**config.mk**
```make
export PLATFORM = sky130hd
export DESIGN_NAME = clock_sysref_divider_delay
export DESIGN_NICKNAME = d
export VERILOG_FILES = /design/src/inc/csdd_pkg.sv /design/src/design/csdd_channel.sv /design/src/design/clock_sysref_divider_delay.sv
export VERILOG_INCLUDE_DIRS = /design/src /design/src/inc
export SDC_FILE = /design/constraint.sdc
export NUM_CORES = 2
export LEC_CHECK = 0
export BUFFER_PORTS_ARGS = -buffer_cell sky130_fd_sc_hd__buf_4
export CAP_MARGIN = 15
export CORE_UTILIZATION = 55
export DETAILED_ROUTE_END_ITERATION = 10
export GPL_TIMING_DRIVEN = 0
export PLACE_DENSITY = 0.86
export RECOVER_POWER = 100
export SLEW_MARGIN = 10
export SYNTH_ARGS = -nofsm -noshare
export SYNTH_HDL_FRONTEND = slang
export SYNTH_HIERARCHICAL = 1
export SYNTH_SLANG_ARGS = --single-unit
```
**constraint.sdc**
```tcl
create_clock -name clk_i -period 3.4 [get_ports clk_i]
set_input_delay 0.51 -clock clk_i [delete_from_list [all_inputs] [get_ports clk_i]]
set_output_delay 0.51 -clock clk_i [all_outputs]
set_load 0.05 [all_outputs]
```
**src/inc/csdd_map.svh**
```systemverilog
// register offsets, field positions, reset values and timing figures
`ifndef CSDD_MAP_SVH
`define CSDD_MAP_SVH

// --------------------
// register offsets (byte addresses)
// --------------------
`define CSDD_OFF_DIV        8'h00
`define CSDD_OFF_CLK_DELAY  8'h04
`define CSDD_OFF_REF_DELAY  8'h08
`define CSDD_OFF_CTRL       8'h0c
`define CSDD_OFF_STATUS     8'h10

// --------------------
// field positions
// --------------------
`define CSDD_DIV_W          4
`define CSDD_CLK_DELAY_W    8
`define CSDD_REF_DELAY_W    3
`define CSDD_CTRL_PD_LSB    0
`define CSDD_CTRL_REFPD_BIT 4
`define CSDD_CTRL_REFEN_LSB 5
`define CSDD_CTRL_MULT_LSB  13
`define CSDD_CTRL_CAL_BIT   15
`define CSDD_STAT_DONE_BIT  0
`define CSDD_STAT_OSC_BIT   1
`define CSDD_STAT_UNIT_LSB  2
`define CSDD_STAT_STRAP_BIT 4
`define CSDD_STAT_DIVON_LSB 8
`define CSDD_STAT_MEAS_LSB  16

// --------------------
// reset values and responses
// --------------------
`define CSDD_STRAP_IDLE     1'b1
`define CSDD_STRAP_CYCLES   2'd3
`define CSDD_RESP_OKAY      2'b00
`define CSDD_RESP_SLVERR    2'b10

// --------------------
// timing
// --------------------
`define CSDD_CLK_PERIOD_NS  25
`define CSDD_CAL_TIME_NS    10000

`endif

```
**src/inc/csdd_pkg.sv**
```systemverilog
// types shared by the clock and sysref distribution block
package csdd_pkg;

   typedef enum logic [3:0] {
      CSDD_DIV1  = 4'h0,
      CSDD_DIV2  = 4'h1,
      CSDD_DIV3  = 4'h2,
      CSDD_DIV4  = 4'h3,
      CSDD_DIV6  = 4'h4,
      CSDD_DIV8  = 4'h5,
      CSDD_DIV12 = 4'h6,
      CSDD_DIV16 = 4'h7,
      CSDD_DIV24 = 4'h8
   } csdd_div_code_t;

   typedef enum logic [0:0] {
      CSDD_CAL_IDLE = 1'b0,
      CSDD_CAL_RUN  = 1'b1
   } csdd_cal_state_t;

   typedef logic [1:0] csdd_mult_t;

endpackage : csdd_pkg

```
**src/design/csdd_channel.sv**
```systemverilog
// one clock channel: divider with boundary reload and period-step delay line
`timescale 1ns/1ps
`include "csdd_map.svh"

module csdd_channel #(
   parameter int DELAY_STEPS = 256,
   parameter int CNT_W       = 5
) (
   // clock and reset
   input  wire logic                         clk_i,
   input  wire logic                         rst_i,
   // settings
   input  wire csdd_pkg::csdd_div_code_t     div_code_i,
   input  wire logic [$clog2(DELAY_STEPS)-1:0] delay_i,
   input  wire logic                         power_down_i,
   // outputs
   output logic                              clk_out_o,
   output logic                              divider_on_o
);
   import csdd_pkg::*;

   if (DELAY_STEPS < 2 || CNT_W < 5) begin : g_bad_param
      $error("csdd_channel: delay steps or counter width too small");
   end

   // --------------------
   // divider
   // --------------------
   function automatic logic [CNT_W-1:0] ratio_of(input csdd_div_code_t code);
      case (code)
         CSDD_DIV2:  ratio_of = CNT_W'(2);
         CSDD_DIV3:  ratio_of = CNT_W'(3);
         CSDD_DIV4:  ratio_of = CNT_W'(4);
         CSDD_DIV6:  ratio_of = CNT_W'(6);
         CSDD_DIV8:  ratio_of = CNT_W'(8);
         CSDD_DIV12: ratio_of = CNT_W'(12);
         CSDD_DIV16: ratio_of = CNT_W'(16);
         CSDD_DIV24: ratio_of = CNT_W'(24);
         default:    ratio_of = CNT_W'(1);
      endcase
   endfunction : ratio_of

   logic [CNT_W-1:0]       ratio_r;
   logic [CNT_W-1:0]       cnt_r;
   logic                   wrap;
   logic                   pulse;
   logic [DELAY_STEPS-1:0] line_r;

   assign wrap  = (cnt_r == ratio_r - CNT_W'(1));
   assign pulse = wrap & ~power_down_i;

   // a new ratio only lands on a period boundary, so no runt periods
   always_ff @(posedge clk_i) begin
      if (rst_i) begin
         ratio_r <= CNT_W'(1);
         cnt_r   <= '0;
      end else if (power_down_i) begin
         cnt_r   <= '0;
         ratio_r <= ratio_of(div_code_i);
      end else if (wrap) begin
         cnt_r   <= '0;
         ratio_r <= ratio_of(div_code_i);
      end else begin
         cnt_r   <= cnt_r + CNT_W'(1);
      end
   end

   // ratio one keeps the counter parked: the divider stage is idle
   always_ff @(posedge clk_i) begin
      if (rst_i) begin
         divider_on_o <= 1'b0;
      end else begin
         divider_on_o <= (ratio_r != CNT_W'(1)) & ~power_down_i;
      end
   end

   // --------------------
   // phase delay, one step per input period
   // --------------------
   always_ff @(posedge clk_i) begin
      if (rst_i || power_down_i) begin
         line_r <= '0;
      end else begin
         line_r <= {line_r[DELAY_STEPS-2:0], pulse};
      end
   end

   // every setting passes the same output flop: equal delay codes align
   always_ff @(posedge clk_i) begin
      if (rst_i) begin
         clk_out_o <= 1'b0;
      end else if (delay_i == '0) begin
         clk_out_o <= pulse;
      end else begin
         clk_out_o <= line_r[delay_i - 1'b1];
      end
   end

endmodule : csdd_channel

```
**src/design/clock_sysref_divider_delay.sv**
```systemverilog
// clock and sysref distribution: four channels, sysref delays, calibration
//
// Contract
// - divider codes 0000..1000 give ratios 1,2,3,4,6,8,12,16,24
// - ratio one bypasses the divider and keeps it idle
// - all channel dividers run in step from the input clock; each reloads its ratio at its own period end, so they can fall out of step
// - channels A and D start at divide-by-one
// - channels B and C start at three or four, per select pin
// - an open default-select pin reads as one
// - equal clock delays give aligned rising edges for any divider
// - clock delay counts input periods, 256 steps
// - each channel and each sysref output has its own delay; sysref 0..7
// - sysref unit follows calibrated oscillator times multiplier; here the step is the input period times the latched multiplier factor
// - calibration uses the input clock as its reference
// - after calibration the oscillator stops and the stored unit stays
// - sysref outputs with equal delays switch together
// - channels and unused blocks can be powered down by software
// - settings are written and read back over the control port
// - four channels A..D each with clocks and several sysref outputs; here one clock output each, with eight sysref outputs shared by all
// - multiplier codes 00..11 give factors 1..4, also final divider
// - software sets calibration start; hardware clears it at the end
//
// Implementation choices: the placing of the registers and register access over AXI4-Lite.
`timescale 1ns/1ps
`include "csdd_map.svh"

module clock_sysref_divider_delay #(
   parameter int NUM_CH      = 4,
   parameter int NUM_REF     = 8,
   parameter int DELAY_STEPS = 256,
   parameter int REF_STEPS   = 8,
   parameter int CAL_CYCLES  = (`CSDD_CAL_TIME_NS + `CSDD_CLK_PERIOD_NS - 1)
                               / `CSDD_CLK_PERIOD_NS
) (
   // clock and reset
   input  wire logic                 clk_i,
   input  wire logic                 rst_i,
   // axi4-lite write address and data
   input  wire logic                 s_axi_awvalid_i,
   output logic                      s_axi_awready_o,
   input  wire logic [7:0]           s_axi_awaddr_i,
   input  wire logic                 s_axi_wvalid_i,
   output logic                      s_axi_wready_o,
   input  wire logic [31:0]          s_axi_wdata_i,
   input  wire logic [3:0]           s_axi_wstrb_i,
   // axi4-lite write response
   output logic                      s_axi_bvalid_o,
   input  wire logic                 s_axi_bready_i,
   output logic [1:0]                s_axi_bresp_o,
   // axi4-lite read
   input  wire logic                 s_axi_arvalid_i,
   output logic                      s_axi_arready_o,
   input  wire logic [7:0]           s_axi_araddr_i,
   output logic                      s_axi_rvalid_o,
   input  wire logic                 s_axi_rready_i,
   output logic [31:0]               s_axi_rdata_o,
   output logic [1:0]                s_axi_rresp_o,
   // pins
   input  wire logic                 bc_divider_default_select_i,
   input  wire logic                 sysref_i,
   output logic [NUM_CH-1:0]         channel_clock_output_o,
   output logic [NUM_REF-1:0]        sysref_output_o,
   output logic                      calibration_oscillator_o
);
   import csdd_pkg::*;

   localparam int CD_W    = $clog2(DELAY_STEPS);
   localparam int TAP_MAX = (REF_STEPS - 1) * 4;
   localparam int TAP_W   = $clog2(TAP_MAX + 1);
   localparam int CAL_W   = $clog2(CAL_CYCLES + 1);

   if (NUM_CH != 4 || NUM_REF != 8 || REF_STEPS != 8 || CD_W != 8
       || CAL_CYCLES < 1) begin : g_bad_param
      $error("clock_sysref_divider_delay: unsupported parameter set");
   end

   // --------------------
   // helpers
   // --------------------
   function automatic logic [31:0] merge(input logic [31:0] old_v,
                                         input logic [31:0] new_v,
                                         input logic [3:0]  strb);
      logic [31:0] res;
      res = old_v;
      for (int b = 0; b < 4; b++) begin
         if (strb[b]) begin
            res[b*8 +: 8] = new_v[b*8 +: 8];
         end
      end
      return res;
   endfunction : merge

   // sysref tap: delay code times multiplier factor (code plus one)
   function automatic logic [TAP_W-1:0] tap_of(input logic [2:0] dly,
                                               input csdd_mult_t unit);
      logic [TAP_W-1:0] f;
      f = TAP_W'(unit) + TAP_W'(1);
      return TAP_W'(TAP_W'(dly) * f);
   endfunction : tap_of

   // --------------------
   // registers
   // --------------------
   logic [15:0]          div_r;
   logic [31:0]          cdly_r;
   logic [23:0]          rdly_r;
   logic [NUM_CH-1:0]    ch_pd_r;
   logic                 ref_pd_r;
   logic [NUM_REF-1:0]   ref_en_r;
   csdd_mult_t           mult_r;
   logic                 cal_start_r;
   csdd_mult_t           unit_r;
   logic                 cal_done_r;
   logic [15:0]          meas_r;
   logic [NUM_CH-1:0]    div_on;

   // --------------------
   // default-select strap
   // --------------------
   logic       strap_meta_r;
   logic       strap_sync_r;
   logic [1:0] boot_cnt_r;
   logic       strap_load;

   // sync flops rest at one, matching the pad pull-up on an open pin
   always_ff @(posedge clk_i) begin
      if (rst_i) begin
         strap_meta_r <= `CSDD_STRAP_IDLE;
         strap_sync_r <= `CSDD_STRAP_IDLE;
      end else begin
         strap_meta_r <= bc_divider_default_select_i;
         strap_sync_r <= strap_meta_r;
      end
   end

   always_ff @(posedge clk_i) begin
      if (rst_i) begin
         boot_cnt_r <= '0;
      end else if (boot_cnt_r != `CSDD_STRAP_CYCLES) begin
         boot_cnt_r <= boot_cnt_r + 2'd1;
      end
   end

   assign strap_load = (boot_cnt_r == `CSDD_STRAP_CYCLES - 2'd1);

   // --------------------
   // axi4-lite slave
   // --------------------
   logic        aw_held_r;
   logic        w_held_r;
   logic [7:0]  awaddr_r;
   logic [31:0] wdata_r;
   logic [3:0]  wstrb_r;
   logic        do_write;
   logic        wr_hit;
   logic [31:0] rd_word;
   logic        rd_hit;
   logic [31:0] ctrl_word;

   assign s_axi_awready_o = ~aw_held_r;
   assign s_axi_wready_o  = ~w_held_r;
   assign s_axi_arready_o = ~s_axi_rvalid_o;
   assign do_write = aw_held_r & w_held_r & ~s_axi_bvalid_o;

   always_ff @(posedge clk_i) begin
      if (rst_i) begin
         aw_held_r <= 1'b0;
         awaddr_r  <= '0;
      end else if (s_axi_awvalid_i && !aw_held_r) begin
         aw_held_r <= 1'b1;
         awaddr_r  <= s_axi_awaddr_i;
      end else if (do_write) begin
         aw_held_r <= 1'b0;
      end
   end

   always_ff @(posedge clk_i) begin
      if (rst_i) begin
         w_held_r <= 1'b0;
         wdata_r  <= '0;
         wstrb_r  <= '0;
      end else if (s_axi_wvalid_i && !w_held_r) begin
         w_held_r <= 1'b1;
         wdata_r  <= s_axi_wdata_i;
         wstrb_r  <= s_axi_wstrb_i;
      end else if (do_write) begin
         w_held_r <= 1'b0;
      end
   end

   always_comb begin
      case ({awaddr_r[7:2], 2'b00})
         `CSDD_OFF_DIV, `CSDD_OFF_CLK_DELAY, `CSDD_OFF_REF_DELAY,
         `CSDD_OFF_CTRL: wr_hit = 1'b1;
         default:        wr_hit = 1'b0;
      endcase
   end

   always_ff @(posedge clk_i) begin
      if (rst_i) begin
         s_axi_bvalid_o <= 1'b0;
         s_axi_bresp_o  <= `CSDD_RESP_OKAY;
      end else if (do_write) begin
         s_axi_bvalid_o <= 1'b1;
         s_axi_bresp_o  <= wr_hit ? `CSDD_RESP_OKAY : `CSDD_RESP_SLVERR;
      end else if (s_axi_bready_i) begin
         s_axi_bvalid_o <= 1'b0;
      end
   end

   assign ctrl_word = {16'h0000, cal_start_r, mult_r, ref_en_r, ref_pd_r, ch_pd_r};

   always_comb begin
      rd_hit  = 1'b1;
      rd_word = '0;
      case ({s_axi_araddr_i[7:2], 2'b00})
         `CSDD_OFF_DIV:       rd_word = {16'h0000, div_r};
         `CSDD_OFF_CLK_DELAY: rd_word = cdly_r;
         `CSDD_OFF_REF_DELAY: rd_word = {8'h00, rdly_r};
         `CSDD_OFF_CTRL:      rd_word = ctrl_word;
         `CSDD_OFF_STATUS: begin
            rd_word[`CSDD_STAT_DONE_BIT]               = cal_done_r;
            rd_word[`CSDD_STAT_OSC_BIT]                = calibration_oscillator_o;
            rd_word[`CSDD_STAT_UNIT_LSB +: 2]          = unit_r;
            rd_word[`CSDD_STAT_STRAP_BIT]              = strap_sync_r;
            rd_word[`CSDD_STAT_DIVON_LSB +: NUM_CH]    = div_on;
            rd_word[`CSDD_STAT_MEAS_LSB +: 16]         = meas_r;
         end
         default:             rd_hit = 1'b0;
      endcase
   end

   always_ff @(posedge clk_i) begin
      if (rst_i) begin
         s_axi_rvalid_o <= 1'b0;
         s_axi_rdata_o  <= '0;
         s_axi_rresp_o  <= `CSDD_RESP_OKAY;
      end else if (s_axi_arvalid_i && !s_axi_rvalid_o) begin
         s_axi_rvalid_o <= 1'b1;
         s_axi_rdata_o  <= rd_word;
         s_axi_rresp_o  <= rd_hit ? `CSDD_RESP_OKAY : `CSDD_RESP_SLVERR;
      end else if (s_axi_rready_i) begin
         s_axi_rvalid_o <= 1'b0;
      end
   end

   // --------------------
   // setting registers
   // --------------------
   logic [31:0] div_nxt;
   logic [31:0] ctrl_nxt;

   assign div_nxt  = merge({16'h0000, div_r}, wdata_r, wstrb_r);
   assign ctrl_nxt = merge(ctrl_word, wdata_r, wstrb_r);

   // B and C take the strap once it has settled; a write in that cycle loses
   always_ff @(posedge clk_i) begin
      if (rst_i) begin
         div_r <= {CSDD_DIV1, CSDD_DIV4, CSDD_DIV4, CSDD_DIV1};
      end else if (strap_load) begin
         div_r[4 +: 8] <= strap_sync_r ? {CSDD_DIV4, CSDD_DIV4}
                                       : {CSDD_DIV3, CSDD_DIV3};
      end else if (do_write && {awaddr_r[7:2], 2'b00} == `CSDD_OFF_DIV) begin
         div_r <= div_nxt[15:0];
      end
   end

   always_ff @(posedge clk_i) begin
      if (rst_i) begin
         cdly_r <= '0;
      end else if (do_write && {awaddr_r[7:2], 2'b00} == `CSDD_OFF_CLK_DELAY) begin
         cdly_r <= merge(cdly_r, wdata_r, wstrb_r);
      end
   end

   always_ff @(posedge clk_i) begin
      if (rst_i) begin
         rdly_r <= '0;
      end else if (do_write && {awaddr_r[7:2], 2'b00} == `CSDD_OFF_REF_DELAY) begin
         rdly_r <= 24'(merge({8'h00, rdly_r}, wdata_r, wstrb_r));
      end
   end

   // sysref outputs start disabled, clocks start powered
   always_ff @(posedge clk_i) begin
      if (rst_i) begin
         ch_pd_r  <= '0;
         ref_pd_r <= 1'b0;
         ref_en_r <= '0;
         mult_r   <= '0;
      end else if (do_write && {awaddr_r[7:2], 2'b00} == `CSDD_OFF_CTRL) begin
         ch_pd_r  <= ctrl_nxt[`CSDD_CTRL_PD_LSB +: NUM_CH];
         ref_pd_r <= ctrl_nxt[`CSDD_CTRL_REFPD_BIT];
         ref_en_r <= ctrl_nxt[`CSDD_CTRL_REFEN_LSB +: NUM_REF];
         mult_r   <= ctrl_nxt[`CSDD_CTRL_MULT_LSB +: 2];
      end
   end

   // --------------------
   // delay calibration
   // --------------------
   csdd_cal_state_t  cal_state_r;
   logic [CAL_W-1:0] cal_cnt_r;
   csdd_mult_t       fdiv_cnt_r;
   logic             cal_set;
   logic             cal_end;

   assign cal_set = do_write && {awaddr_r[7:2], 2'b00} == `CSDD_OFF_CTRL
                    && wstrb_r[1] && wdata_r[`CSDD_CTRL_CAL_BIT];
   assign cal_end = (cal_state_r == CSDD_CAL_RUN)
                    && (cal_cnt_r == CAL_W'(CAL_CYCLES - 1));

   // the input clock paces the run, so it is the reference
   always_ff @(posedge clk_i) begin
      if (rst_i) begin
         cal_state_r <= CSDD_CAL_IDLE;
         cal_cnt_r   <= '0;
      end else begin
         unique case (cal_state_r)
            CSDD_CAL_IDLE: begin
               cal_cnt_r <= '0;
               if (cal_start_r) begin
                  cal_state_r <= CSDD_CAL_RUN;
               end
            end
            CSDD_CAL_RUN: begin
               cal_cnt_r <= cal_cnt_r + CAL_W'(1);
               if (cal_end) begin
                  cal_state_r <= CSDD_CAL_IDLE;
               end
            end
         endcase
      end
   end

   // a fresh start request in the ending cycle survives
   always_ff @(posedge clk_i) begin
      if (rst_i) begin
         cal_start_r <= 1'b0;
      end else if (cal_set) begin
         cal_start_r <= 1'b1;
      end else if (cal_end) begin
         cal_start_r <= 1'b0;
      end
   end

   // final divider runs at the multiplier ratio only while calibrating
   always_ff @(posedge clk_i) begin
      if (rst_i || cal_state_r == CSDD_CAL_IDLE) begin
         fdiv_cnt_r <= '0;
      end else if (fdiv_cnt_r == mult_r) begin
         fdiv_cnt_r <= '0;
      end else begin
         fdiv_cnt_r <= fdiv_cnt_r + 2'd1;
      end
   end

   always_ff @(posedge clk_i) begin
      if (rst_i) begin
         meas_r <= '0;
      end else if (cal_state_r == CSDD_CAL_IDLE && cal_start_r) begin
         meas_r <= '0;
      end else if (cal_state_r == CSDD_CAL_RUN && fdiv_cnt_r == mult_r) begin
         meas_r <= meas_r + 16'h0001;
      end
   end

   // unit is latched at the end and holds until the next calibration
   always_ff @(posedge clk_i) begin
      if (rst_i) begin
         unit_r     <= '0;
         cal_done_r <= 1'b0;
      end else if (cal_end) begin
         unit_r     <= mult_r;
         cal_done_r <= 1'b1;
      end
   end

   always_ff @(posedge clk_i) begin
      if (rst_i) begin
         calibration_oscillator_o <= 1'b0;
      end else begin
         calibration_oscillator_o <= (cal_state_r == CSDD_CAL_RUN) && !cal_end;
      end
   end

   // --------------------
   // clock channels
   // --------------------
   for (genvar c = 0; c < NUM_CH; c++) begin : g_ch
      csdd_channel #(
         .DELAY_STEPS (DELAY_STEPS),
         .CNT_W       (5)
      ) u_ch (
         .clk_i        (clk_i),
         .rst_i        (rst_i),
         .div_code_i   (csdd_div_code_t'(div_r[c*`CSDD_DIV_W +: `CSDD_DIV_W])),
         .delay_i      (cdly_r[c*`CSDD_CLK_DELAY_W +: CD_W]),
         .power_down_i (ch_pd_r[c]),
         .clk_out_o    (channel_clock_output_o[c]),
         .divider_on_o (div_on[c])
      );
   end

   // --------------------
   // sysref fan-out and delay
   // --------------------
   logic               sref_meta_r;
   logic               sref_sync_r;
   logic [TAP_MAX:0]   sref_line_r;

   // phase relation to the clock is only as good as the source keeps it
   always_ff @(posedge clk_i) begin
      if (rst_i) begin
         sref_meta_r <= 1'b0;
         sref_sync_r <= 1'b0;
      end else begin
         sref_meta_r <= sysref_i;
         sref_sync_r <= sref_meta_r;
      end
   end

   always_ff @(posedge clk_i) begin
      if (rst_i || ref_pd_r) begin
         sref_line_r <= '0;
      end else begin
         sref_line_r <= {sref_line_r[TAP_MAX-1:0], sref_sync_r};
      end
   end

   // one shared line: equal codes pick the same tap and switch together
   for (genvar r = 0; r < NUM_REF; r++) begin : g_ref
      always_ff @(posedge clk_i) begin
         if (rst_i) begin
            sysref_output_o[r] <= 1'b0;
         end else begin
            sysref_output_o[r] <= ref_en_r[r] & ~ref_pd_r
               & sref_line_r[tap_of(rdly_r[r*`CSDD_REF_DELAY_W +: 3], unit_r)];
         end
      end
   end

endmodule : clock_sysref_divider_delay

```
==> reports/results.tsv <==
stage	metric	value	unit
run_status	status	finished with violations	
run_status	violations	capacitance limit	
routing	drt-initial-drc-count	3401	
sta	relSlewSlack	0.0182	
synth	syn_inst	4640	
floorplan	num_rows	112	
finish	fin_nets	5048	
global_routing	grt_usage	0.273	
cts	cts_buffer_depth	3	
sta	worst_slack	0.0346	ns
floorplan	boundaryPins	115	
sta	tightest_slew	1.46	ns
synth	synthArstFlopShare	0	
sta	rsz0062_at_grt	yes	
floorplan	die_height	310	µm
setup_path	crit_path_start_kind	flop	
routing	wl_per_cell	21.1	µm
global_routing	grt_pass1_vias	36800	
routing	drc	0	
synth	syn-cell-area	0.0523	mm²
sta	fin_crit_sh	0.990	
place	io_buffers	107	
global_routing	grt_pass1_wl	205	mm
sta	setup-violations-final	0	
setup_path	arrival	4.01	ns
routing	firstDrtPassIters	8	
synth	synth_cell_types	78	
sta	post-route-min-period	3.37	ns
place	gp_congestion	0.987	
sta	max_freq	297	MHz
global_routing	grt_overflow_total	0	
routing	vias_per_cell	5.88	
pwr	p_leak	22.8	nW
synth	synth_edf_count	0	
pwr	p_per_area	536	mW/mm²
routing	route.antenna.remaining_nets	0	
pwr	irDropWorstVdd	430	µV
flow_run	drv_cap	1	
sta	finalHoldWorstSlack	0.0324	ns
floorplan	core	0.0937	mm²
floorplan	initial_core_util	0.557	
setup_path	critPathCaptureType	flop	
floorplan	die_x	310	µm
routing	num_vias	36900	
min_path	hp-class	input pin to flop	
finish	drive_above_1_share	0.163	
cts	cts.sinks	1315	
cts	cts_buffers	130	
finish	antenna-diode-count	0	
finish	design_area	0.0598	mm²
cts	insertion_delay	0.74	ns
cts	tritoncts	yes	
pwr	power	32.0	mW
synth	ys_warn_count	6	
place	preCtsSetupSlack	-1.00	ns
floorplan	die_area	0.0963	mm²
place	placed_cells	6003	
synth	synth_flop_cell	dfxtp_1	
cts	clk_pin_slew	0.07	ns
place	dp_hpwl	89.2	mm
cts	htree_levels	4	
setup_path	crit_path_max_fanout	10	
cts	clockRootBuffer	clkbuf_16	
synth	synth.ff_latch_count	1315	
global_routing	grt_max_degree	17	
finish	fin_cells	6267	
finish	syn_to_final_growth	14.4	%
routing	drt_wl_total	132	mm
sta	finalMaxSlewViolations	0	
sta	finClkSkew	0.0249	ns
sta	hold_viol	0	
setup_path	ff2ff_setup_slack	0.03	ns
place	postPlaceCellArea	0.0547	mm²
setup_path	critPathRequiredTime	4.05	ns
global_routing	antenna_found_initial	4	
synth	synth-seq-area-share	0.504	
synth	syn_area_per_cell	11.3	µm²
setup_path	worstSetupPathType	flop to flop	
## routing by layer
| metal | share of wire | global-route usage | vias to the layer above |
|---|---|---|---|
| met4 | 0.041 | 0.110 | 2 |
| met3 | 0.088 | 0.0647 | 375 |
| li1 | - | - | 16600 |
| met1 | 0.41 | 0.358 | 18200 |
| met5 | 0.000098 | 0 | - |
| met2 | 0.46 | 0.436 | 1701 |
## cells in the mapped netlist, types with 70 or more instances
| cell type | n | share of area |
|---|---|---|
| dfxtp_1 | 1315 | 0.50 |
| a21oi_1 | 134 | 0.013 |
| inv_1 | 82 | 0.0059 |
| mux4_2 | 302 | 0.13 |
| mux2i_1 | 89 | 0.017 |
| a211oi_1 | 102 | 0.015 |
| nor3_1 | 70 | 0.0067 |
| clkbuf_1 | 208 | 0.015 |
| nand2_1 | 224 | 0.016 |
| and3_1 | 111 | 0.013 |
| nor2_1 | 176 | 0.013 |
| and2_1 | 1092 | 0.13 |
## area by class of cell
class,count,area (µm²)
Sequential cell,1315,26300
Tap cell,1254,1570
Clock inverter,41,504
Clock buffer,190,3820
Timing Repair Buffer,149,986
Buffer,303,1970
Fill cell,6677,34000
Inverter,82,308
Multi-Input combinational cell,2933,24300
## worst paths after layout
kind	startpoint	to	cells past startpoint
setup / recovery	cdly_r[0]	g_ch[0].u_ch/clk_out_o	13
hold reg to reg	strap_meta_r	strap_sync_r	1
hold / removal	s_axi_wdata_i[3]	wdata_r[3]	3
setup reg to reg	cdly_r[0]	g_ch[0].u_ch/clk_out_o	13
## layout by cell type (no fill, tap or decap), drive strengths merged, types with 16 or more instances in the layout
master | netlist | layout
xnor2 | 62 | 62
buf | 102 | 186
a211oi | 102 | 102
nand2 | 228 | 228
nand2b | 19 | 19
mux2 | 43 | 43
o21ai | 23 | 23
and2 | 1093 | 1093
nor2 | 181 | 181
a211o | 16 | 16
a21oi | 134 | 134
a31oi | 19 | 19
dfxtp | 1315 | 1315
clkbuf | 209 | 445
mux4 | 302 | 302
fa | 16 | 16
ha | 57 | 57
clkinv | 0 | 26
nand3 | 67 | 67
xor2 | 22 | 22
inv | 82 | 86
or3 | 24 | 24
nor2b | 41 | 41
nor4 | 21 | 21
nor3 | 70 | 70
and3 | 111 | 111
mux2i | 89 | 89
## metrics by stage
| stage | utilization | TNS, ns |
|---|---|---|
| 2_1_floorplan | - | 0 |
| 3_3_place_gp | 0.583 | -9.29 |
| 3_5_place_dp | 0.583 | -9.65 |
| 4_1_cts | 0.636 | -0.0488 |
| 5_1_grt | 0.638 | -0.0863 |
| 6_report | 0.638 | 0 |
## cells by family after synthesis
kind of cell / count (synthesis) / share of synthesized area
muxes: 434 / 0.156
DFF: 1315 / 0.504
AOI/OAI and AO/OA: 422 / 0.0582
adders and majority gates: 73 / 0.0198
other: 1 / 0.0000718
buffers and inverters: 393 / 0.0357
and+or+nand+nor: 1918 / 0.211
xor gates and xnor gates: 84 / 0.0147
## sequential cells by signal, summed over array words and instances (netlist names), 6 cells and up
signal / cells
awaddr_r: 6
div_r: 16
ref_en_r: 8
g_ch.u_ch/ratio_r: 20
wdata_r: 32
g_ch.u_ch/line_r: 1024
g_ch.u_ch/cnt_r: 20
sysref_output_o: 8
cdly_r: 32
rdly_r: 24
s_axi_rdata_o: 32
sref_line_r: 29
cal_cnt_r: 9
meas_r: 16
## timing repair
action | in CTS | in global routing
hold buffers | 11 | 0
gates cloned | 0 | 2
pin swaps | 13 | 21
endpoints found under the hold margin | 11 | 0
gates resized for setup | 137 | 60
buffers inserted | 5 | 23
endpoints found under the setup margin | 12 | 12
## critical path: stages (launching register included)
cell	delay [ns]
dfxtp_2	0.38
buf_4	0.20
buf_12	0.17
buf_12	0.16
inv_1	0.08
ha_1	0.32
buf_12	0.17
buf_2	0.33
mux4_2	0.27
a211oi_1	0.08
nor4_1	0.45
mux2i_1	0.18
mux2_2	0.32
o221ai_2	0.17
## power by group
part           switching, mW  internal [mW]  total [mW]  leakage, nW
clock                   6.03           8.38        14.4         2.12
sequential             0.232           15.6        15.9         10.6
combinational           1.17          0.574        1.74         10.0
(Power assumes the default switching activity.)
